==> src/design/sptx_params.svh <==
// Purpose: constants for the serial audio input stage
// Assumes: included by the package and the design module
// Notes:   word lengths are bit counts, offsets are in serial clocks
`ifndef SPTX_PARAMS_SVH
`define SPTX_PARAMS_SVH
`define SPTX_SAMPLE_W      24
`define SPTX_SLOT_W        6
`define SPTX_FRAME_HALF    6'h1F
`define SPTX_RJ_OFS_16     6'h10
`define SPTX_RJ_OFS_18     6'h0E
`define SPTX_RJ_OFS_20     6'h0C
`define SPTX_RJ_OFS_24     6'h08
`define SPTX_LEN_16        5'h10
`define SPTX_LEN_18        5'h12
`define SPTX_LEN_20        5'h14
`define SPTX_LEN_24        5'h18
`define SPTX_I2S_OFS       6'h01
`define SPTX_LJ_OFS        6'h00
`define SPTX_BP_TOP_384    9'h002
`define SPTX_BP_TOP_256    9'h001
`define SPTX_MSB_POS       5'h17
`endif

==> src/design/sptx_pkg.sv <==
// Purpose: types for the serial audio input stage
// Assumes: constants come from sptx_params.svh
// Notes:   none
`include "sptx_params.svh"
package sptx_pkg;
  typedef enum logic [1:0] {SPTX_LJ, SPTX_I2S, SPTX_RJ} sptx_align_t;
  typedef enum logic [1:0] {SPTX_W16, SPTX_W18, SPTX_W20, SPTX_W24}
    sptx_width_t;
  typedef enum logic {SPTX_R384, SPTX_R256} sptx_ratio_t;
endpackage : sptx_pkg

==> src/design/sptx_serial_in.sv <==
// Purpose: deframes serial audio for the biphase encoder
// Assumes: serial clock, frame sync and data synchronous to ref_clk
// Notes:   serial clock is oversampled; edges detected from registers
//          a channel closes on the sync edge that starts the next one,
//          so the pair leaves only once the following left has begun
//          biphase clock is 128 per frame: oversampling by 3 or by 2
`timescale 1ns/1ps
`include "sptx_params.svh"
module sptx_serial_in
  import sptx_pkg::*;
#(
  // sample register width handed to the encoder
  parameter int SAMPLE_W = `SPTX_SAMPLE_W,
  // width of the bit slot counter
  parameter int SLOT_W   = `SPTX_SLOT_W
)
(
  // clock and reset
  input  wire logic                 ref_clk,
  input  wire logic                 reset_n,
  // configuration
  input  wire sptx_pkg::sptx_align_t alignSel,
  input  wire sptx_pkg::sptx_width_t widthSel,
  input  wire sptx_pkg::sptx_ratio_t ratioSel,
  // serial audio from the signal routing unit
  input  wire logic                 serialClk,
  input  wire logic                 frameSync,
  input  wire logic                 serialData,
  // oversampling clock input, sampled
  input  wire logic                 oversamplingClockIn,
  // to the biphase encoder
  output logic [23:0]               leftSample,
  output logic [23:0]               rightSample,
  output logic                      pairValid,
  output logic                      biphaseTick
);
  import sptx_pkg::*;

  // the capture path is written for 24-bit sample registers
  if (SAMPLE_W != `SPTX_SAMPLE_W)
  begin : gBadSampleW
    $error("sample width must be 24");
  end
  // the slot counter must reach the last slot of a half frame
  if (SLOT_W != `SPTX_SLOT_W)
  begin : gBadSlotW
    $error("slot counter width must be 6");
  end

  // all state lives in one record: edge history of the sampled pins,
  // the bit slot and bit count of the open channel, the shift word,
  // the held left word and the registered outputs
  // edge history resets low, the idle level of the serial clock, so no
  // false rising edge follows reset
  typedef struct packed {
    logic        sclkPrev;
    logic        fsPrev;
    logic        osPrev;
    logic [5:0]  slot;
    logic [4:0]  got;
    logic [23:0] shift;
    logic [23:0] left;
    logic [23:0] leftOut;
    logic [23:0] rightOut;
    logic        valid;
    logic [8:0]  bpCnt;
    logic        tick;
  } sptx_state_t;

  sptx_state_t state_q;
  sptx_state_t state_d;

  function automatic logic [5:0] msbOffset(input sptx_align_t a,
                                           input sptx_width_t w);
    logic [5:0] o;
    o = `SPTX_LJ_OFS;
    if (a == SPTX_I2S)
      o = `SPTX_I2S_OFS;
    else if (a == SPTX_RJ)
    begin
      case (w)
        SPTX_W16: o = `SPTX_RJ_OFS_16;
        SPTX_W18: o = `SPTX_RJ_OFS_18;
        SPTX_W20: o = `SPTX_RJ_OFS_20;
        default:  o = `SPTX_RJ_OFS_24;
      endcase
    end
    return o;
  endfunction : msbOffset

  function automatic logic [4:0] wordLen(input sptx_width_t w);
    logic [4:0] n;
    case (w)
      SPTX_W16: n = `SPTX_LEN_16;
      SPTX_W18: n = `SPTX_LEN_18;
      SPTX_W20: n = `SPTX_LEN_20;
      default:  n = `SPTX_LEN_24;
    endcase
    return n;
  endfunction : wordLen

  // biphase clock is 128 per frame: top count of the divider
  function automatic logic [8:0] biphaseTop(input sptx_ratio_t r);
    logic [8:0] t;
    t = (r == SPTX_R384) ? `SPTX_BP_TOP_384 : `SPTX_BP_TOP_256;
    return t;
  endfunction : biphaseTop

  logic       sclkRise;
  logic       fsEdge;
  logic [5:0] ofs;
  logic [4:0] len;
  logic       isLeft;
  logic [5:0] curSlot;
  logic [8:0] divTop;
  logic [4:0] gotBase;

  assign sclkRise = serialClk & ~state_q.sclkPrev;
  assign ofs      = msbOffset(alignSel, widthSel);
  assign len      = wordLen(widthSel);
  assign divTop   = biphaseTop(ratioSel);

  always_comb
  begin
    state_d          = state_q;
    state_d.sclkPrev = serialClk;
    state_d.osPrev   = oversamplingClockIn;
    state_d.valid    = 1'b0;
    state_d.tick     = 1'b0;
    fsEdge           = 1'b0;
    curSlot          = state_q.slot;
    gotBase          = state_q.got;
    // I2S has sync low for left; the others high
    isLeft = (alignSel == SPTX_I2S) ? ~state_q.fsPrev : state_q.fsPrev;
    if (sclkRise)
    begin
      state_d.fsPrev = frameSync;
      fsEdge         = frameSync ^ state_q.fsPrev;
      // slot counts from the sync transition
      curSlot        = fsEdge ? 6'h00 : state_q.slot;
      gotBase        = fsEdge ? 5'h00 : state_q.got;
      if (fsEdge)
      begin
        state_d.got   = 5'h00;
        state_d.shift = '0;
      end
      state_d.slot = (curSlot == `SPTX_FRAME_HALF) ? curSlot
                                                   : curSlot + 6'h01;
      // capture window starts at the MSB offset
      // take exactly len bits per channel
      // slots past the word are ignored, so longer frames are harmless in LJ and I2S; RJ offsets assume 32 slots
      if (curSlot >= ofs && gotBase < len)
      begin
        state_d.got = gotBase + 5'h01;
        state_d.shift = (fsEdge ? 24'h000000 : state_q.shift) |
          ({23'h000000, serialData} << (`SPTX_MSB_POS - gotBase));
      end
      // a channel closes at the next sync edge
      if (fsEdge)
      begin
        if (isLeft)
          state_d.left = state_q.shift;
        else
        begin
          state_d.leftOut  = state_q.left;
          state_d.rightOut = state_q.shift;
          state_d.valid    = 1'b1;
        end
      end
    end
    // divide oversampling clock by ratio over 128
    // a ratio change wraps a high count at once, never a long gap
    if (oversamplingClockIn & ~state_q.osPrev)
    begin
      state_d.bpCnt = (state_q.bpCnt >= divTop) ? 9'h000
                                                : state_q.bpCnt + 9'h001;
      state_d.tick  = (state_q.bpCnt >= divTop);
    end
  end

  always_ff @(posedge ref_clk or negedge reset_n)
  begin
    if (!reset_n)
      state_q <= '0;
    else
      state_q <= state_d;
  end

  assign leftSample  = state_q.leftOut;
  assign rightSample = state_q.rightOut;
  assign pairValid   = state_q.valid;
  assign biphaseTick = state_q.tick;
endmodule : sptx_serial_in

==> config.mk <==
export PLATFORM = sky130hd
export DESIGN_NAME = sptx_serial_in
export DESIGN_NICKNAME = d
export VERILOG_FILES = /design/src/design/sptx_pkg.sv /design/src/design/sptx_serial_in.sv
export VERILOG_INCLUDE_DIRS = /design/src /design/src/design
export SDC_FILE = /design/constraint.sdc
export NUM_CORES = 1
export LEC_CHECK = 0
export BUFFER_PORTS_ARGS = -buffer_cell sky130_fd_sc_hd__buf_4
export CORE_MARGIN = 4
export CORE_UTILIZATION = 51
export CTS_CLUSTER_DIAMETER = 150
export DETAILED_ROUTE_END_ITERATION = 12
export GPL_ROUTABILITY_DRIVEN = 0
export PLACE_DENSITY = 0.73
export REMOVE_ABC_BUFFERS = 1
export SLEW_MARGIN = 10
export SYNTH_ARGS = -nofsm -noshare
export SYNTH_HDL_FRONTEND = slang
export SYNTH_SLANG_ARGS = --single-unit
==> constraint.sdc <==
create_clock -name ref_clk -period 3.5 [get_ports ref_clk]
set_clock_uncertainty 0.05 [all_clocks]
set_input_delay 0.525 -clock ref_clk [delete_from_list [all_inputs] [get_ports ref_clk]]
set_output_delay 0.525 -clock ref_clk [all_outputs]
set_load 0.01 [all_outputs]
## After elaboration in Yosys (flattened, before gate mapping)

Cells that the tools add are included.

- Add/sub/neg operators: 4
- Multiply operators: 0
- Div/mod/pow operators: 0
- Order comparisons: 3
- Equality and inequality tests: 5
- Shift operators: 1
- Muxes and demuxes: 17
- Bitwise operators: 8
- Reductions and logical operators: 6

Operators with widths:

| operator | number |
|---|---|
| $mux 29 | 2 |
| $mux 24 | 1 |
| $or 24x24->24 | 1 |
| $shl 1x5->24 | 1 |
| $mux 6 | 3 |
| $pmux 5 s3 | 1 |
| $pmux 4 s3 | 1 |
| $mux 5 | 2 |
| $add 9x1->9 const B | 1 |
| $ge 9x2->1 | 1 |
| $mux 9 | 1 |
| $add 6x1->6 const B | 1 |
| $eq 6x5->1 const B | 1 |
| $ge 6x6->1 | 1 |
| $reduce_and 3->1 | 2 |
| $add 5x1->5 const B | 1 |
| $lt 5x5->1 | 1 |
| $mux 1 | 5 |
| $sub 5x5->5 const A | 1 |
| $eq 2x1->1 const B | 2 |
| $eq 2x2->1 const B | 2 |
| $not 1->1 | 4 |
| $and 1x1->1 | 2 |
| $logic_not 2->1 | 1 |
| 5 further kinds | 5 |

- Flip-flop bits (word level): 121
- Bits in latches: 0
- Bits in writable memories: 0
- Bits in read-only memories: 0
- Bits of input ports: 11
- Output and inout port bits: 50
- Word-level logic and storage cells: 56
- Memories kept: 0

## Logic depth before layout (Yosys ltp)

- Depth in word-level cells: 8
- Gate-level depth with buffers: 11
- Depth with buffers taken out: 9

## Least setup slack after synthesis

OpenSTA, ideal clock, no wires.

- Path type: in2reg
- Start: in frameSync
- End: reg state_q[110] (netlist name)
- Setup time: 0.126 ns
- Arrival: 2.435 ns
- Required time: 3.324 ns
- Path slack: 0.889 ns
- Stages: 10
- Buffers on the path: 2
- Path through: xnor2_2 -> buf_4 -> clkbuf_1 -> and2_1 -> ha_1 -> a21o_1 -> a221oi_2 -> o21ai_2 -> and4_1 -> a221o_1

- Cells in the longest elaborated chain, start to end: 6
- Elaborated cells between the ends (all ways): 10
- Classes of those cells: add/sub: 1; order compare: 2; mux: 3; bitwise: 1; reduce/logical: 3

RTL lines:

| what | RTL line | source |
|---|---|---|
| start, declared | sptx_serial_in.sv:27 | `input wire logic frameSync,` |
| $xor 1x1->1 (*) | sptx_serial_in.sv:138 | `fsEdge = frameSync ^ state_q.fsPrev;` |
| $mux 6 / $mux 5 (equally long branches) | sptx_serial_in.sv:140, sptx_serial_in.sv:141 |  |
| $ge 6x6->1 / $lt 5x5->1 (equally long branches) | sptx_serial_in.sv:152 | `if (curSlot >= ofs && gotBase < len)` |
| $logic_and 1x1->1 | sptx_serial_in.sv:152 |  |
| $reduce_bool 2->1 (no source line) | - |  |
| $reduce_and 2->1 (no source line) | - |  |
| end signal, assigned | sptx_serial_in.sv:186 | `state_q <= state_d;` |
| end, declared | sptx_serial_in.sv:70 | `sptx_state_t state_q;` |

Every way passes the cells marked *; elsewhere a longest branch is shown, timed or not.
A chain may end at the register's enable or synchronous reset.

## Worst setup path in the final report

- Start: reg state_q[119] (netlist name)
- End: reg state_q[85] (netlist name)

- Cells in the longest elaborated chain, start to end: 6
- Elaborated cells between the ends (all ways): 13
- Classes of those cells: add/sub: 1; order compare: 2; shift: 1; mux: 4; bitwise: 2; reduce/logical: 3

RTL lines:

| what | RTL line |
|---|---|
| $xor 1x1->1 (*) | sptx_serial_in.sv:138 |
| $mux 5 / $mux 6 (equally long branches) | sptx_serial_in.sv:141, sptx_serial_in.sv:140 |
| $sub 5x5->5 (no source line), or another cell as far along | - |
| $shl 1x5->24 / $logic_and 1x1->1 (equally long branches) | sptx_serial_in.sv:156, sptx_serial_in.sv:152 |
| $or 24x24->24 / $reduce_bool 2->1 (equally long branches) | - |
| $mux 29 / $reduce_and 2->1 (equally long branches) | - |

Marks and branches as above.

==> metrics.cfg <==
[status]
status = completed

[critical_path]
path_class = reg2reg
cp-start-kind = register
crit_arrival_ps = 2990
cp_slowest_stage_delay_ps = 430
crit_path_end_kind = register
cp_max_fo = 10
cp_cell_sequence = xnor2_2 > and2_1 > ha_1 > a21oi_1 > o21ai_1 > nand3_1 > nand3_1 > buf_4 > o31ai_1
cpMostUsedCell = nand3_1
worst_ep_required_time_ps = 3840
crit_slowest_cell = dfrtp_1

[sta]
finalHoldViolations = 0
tightest_slew_ps = 742
maxSlewViolCount = 0
tns_ps = 0
timing.hold.ws_ps = 51.2
rsz0062_at_grt = false
finalCriticalPeriod_ps = 2650
fmax_mhz = 377
max_slew_margin_pct = 50.5
finalCritPeriodShare_pct = 75.8
setup_viol = 0

[die]
row_count = 38
initial_core_util_pct = 52.1
dieArea_sq_um = 12800
core-area_sq_um = 10800
ios = 61
die_y_um = 113
die_w_um = 113

[clock_tree]
h-tree-depth = 4
cts_tree = yes
clk_latency_ps = 490
cts_num_sinks = 121
cts_resized = 0
hold_buffers = 0
clkTransAtPathRegs_ps = 60
cts-root-buf = clkbuf_8
cts_buffers = 17
cts_setup_buffers = 0
clk_path_buf_depth = 2

[routing]
drc = 0
via_per_inst = 5.37
wl_mm = 10.2
dr.pass1.iters = 4
wire_per_inst_um = 15.6
num_vias = 3514
drtIter0Drc = 249
ant_nets = 0

[grt]
grt_overflow = 0
grt_pass1_wl_mm = 17.9
antenna_found_initial = 0
grt_max_degree = 66
grt.total_usage_pct = 17.2
grt_pass1_vias = 3667

[placed_design]
port_buffers = 60
dp_hpwl_mm = 7.20

[synthesis]
yosys_warnings = 0
ys_seq_area_share_pct = 53.6
syn_avg_cell_area_sq_um = 11.8
synth_cells = 479
synth_cell_types = 45
synth.cell_area_sq_um = 5650
synth.ff_latch_count = 121

[power_and_ir_drop]
powerDensity_nw_per_um2 = 595
p_leak_nw = 3.35
ir_worst_vdd_uv = 254

[min_path]
worstHoldPathType = in2async

[job]
max_cap_violations = 0

[cells_and_area]
nets = 528
area_delta_synth_final_pct = 15.1
n_antenna_cell = 0
drive_gt1_share_pct = 22.2

==> cells in the mapped netlist, drive strengths merged <==
cell | count | share of area (%)
dfrtp | 121 | 54
mux2 | 73 | 15
buf | 61 | 7.7
nand2 | 50 | 3.3
o21ai | 17 | 1.6
ha | 16 | 3.5
nor2 | 16 | 1.1
a21oi | 13 | 1.2
inv | 11 | 0.73
and2 | 10 | 1.1
nand2b | 9 | 1.0
o31ai | 9 | 1.2
nand3 | 8 | 0.71
nor2b | 7 | 0.78
and3 | 6 | 0.66
clkbuf | 6 | 0.40
nand4 | 6 | 0.66
a31oi | 5 | 0.66
nor3 | 5 | 0.44
a41oi | 4 | 0.62
o41ai | 3 | 0.86
xnor2 | 3 | 0.60
a21o | 2 | 0.27
a22oi | 2 | 0.27
and4 | 2 | 0.31
mux2i | 2 | 0.35
nor4 | 2 | 0.22
or2 | 2 | 0.22
a221o | 1 | 0.18
a221oi | 1 | 0.27
a32o | 1 | 0.18
and2b | 1 | 0.13
nor3b | 1 | 0.13
nor4b | 1 | 0.16
o2111a | 1 | 0.20
o21a | 1 | 0.13
==> state kept, by name, summed over array words and instances (netlist names) <==
signal       flops
state_q         71
pairValid        1
leftSample      24
rightSample     24
biphaseTick      1
==> path summary, 6_finish.rpt <==
| check | from | endpoint | slack [ps] | cells after the start |
|---|---|---|---|---|
| worst min register to register | state_q[78] | leftSample[19] | 430 | 1 |
| worst max-delay path | state_q[119] | state_q[85] | 850 | 9 |
| max in group asynchronous | reset_n | state_q[110] | 2550 | 2 |
| worst max register to register | state_q[119] | state_q[85] | 850 | 9 |
| min in group ref_clk | serialClk | state_q[120] | 100 | 1 |
| worst min-delay path | reset_n | state_q[9] | 50 | 1 |
==> per-stage QoR <==
step                util (%)  area, sq um  power (mW)  std cells  setup slack [ps]
floorplan                  -         5190        1.94        412               261
global placement        54.5         5900        2.14        622               711
detailed placement      54.5         5900        2.17        622               639
CTS                     59.9         6500        3.89        654               867
global route            59.9         6500        4.06        654               562
finish                  59.9         6500        3.87        654               849
==> routing by layer <==
layer,up-vias,routed length [um],GRT usage [%],part of all wire (%)
li1,1664,-,-,-
met1,1757,4670,22.7,46
met2,81,5010,28.0,49
met3,12,416,4.44,4.1
met4,0,105,4.97,1.0
met5,-,0,0,0
==> cell families (layout without fill, tap and decap cells) <==
| logic type | after synthesis | in the layout | share of synthesized area (%) |
|---|---|---|---|
| AO/OA/AOI/OAI | 60 | 60 | 7.56 |
| XOR/XNOR | 3 | 3 | 0.598 |
| adder cells (fa/ha/maj) | 16 | 16 | 3.55 |
| buffers and inverters | 78 | 113 | 8.84 |
| flip-flops | 121 | 121 | 53.6 |
| multiplexers | 75 | 75 | 14.9 |
| AND/OR/NAND/NOR | 126 | 126 | 10.9 |
==> placed cells by master (no fill, tap or decap), drive strengths merged, types with 10 or more instances in the layout <==
| master | n |
|---|---|
| mux2 | 73 |
| nor2 | 16 |
| inv | 12 |
| ha | 16 |
| o21ai | 17 |
| a21oi | 13 |
| dfrtp | 121 |
| nand2 | 50 |
| and2 | 10 |
| buf | 70 |
| clkbuf | 21 |
==> critical path: cells and delay by family (launching register included) <==
kind,cells,cell delay [ps]
buffers and inverters,1,230
AND/OR/NAND/NOR,3,660
AO/OA/AOI/OAI,3,560
adder cells (fa/ha/maj),1,250
flip-flops,1,430
XOR/XNOR,1,370
==> cell type report <==
| type | instances | area [sq um] |
|---|---|---|
| clock inverter | 11 | 144 |
| inverter | 11 | 41.3 |
| timing repair buffer | 70 | 538 |
| sequential | 121 | 3030 |
| tap | 140 | 175 |
| fill | 868 | 4340 |
| clock buffer | 21 | 449 |
| multi-input combinational | 280 | 2120 |
==> power breakdown <==
group	switching (mW)	total, mW	internal (mW)	leakage [nW]
Clock	0.596	1.72	1.12	0.280
Combinational	0.312	0.545	0.233	1.40
Sequential	0.106	1.60	1.50	1.67
Power figures use the tool's default switching activity.
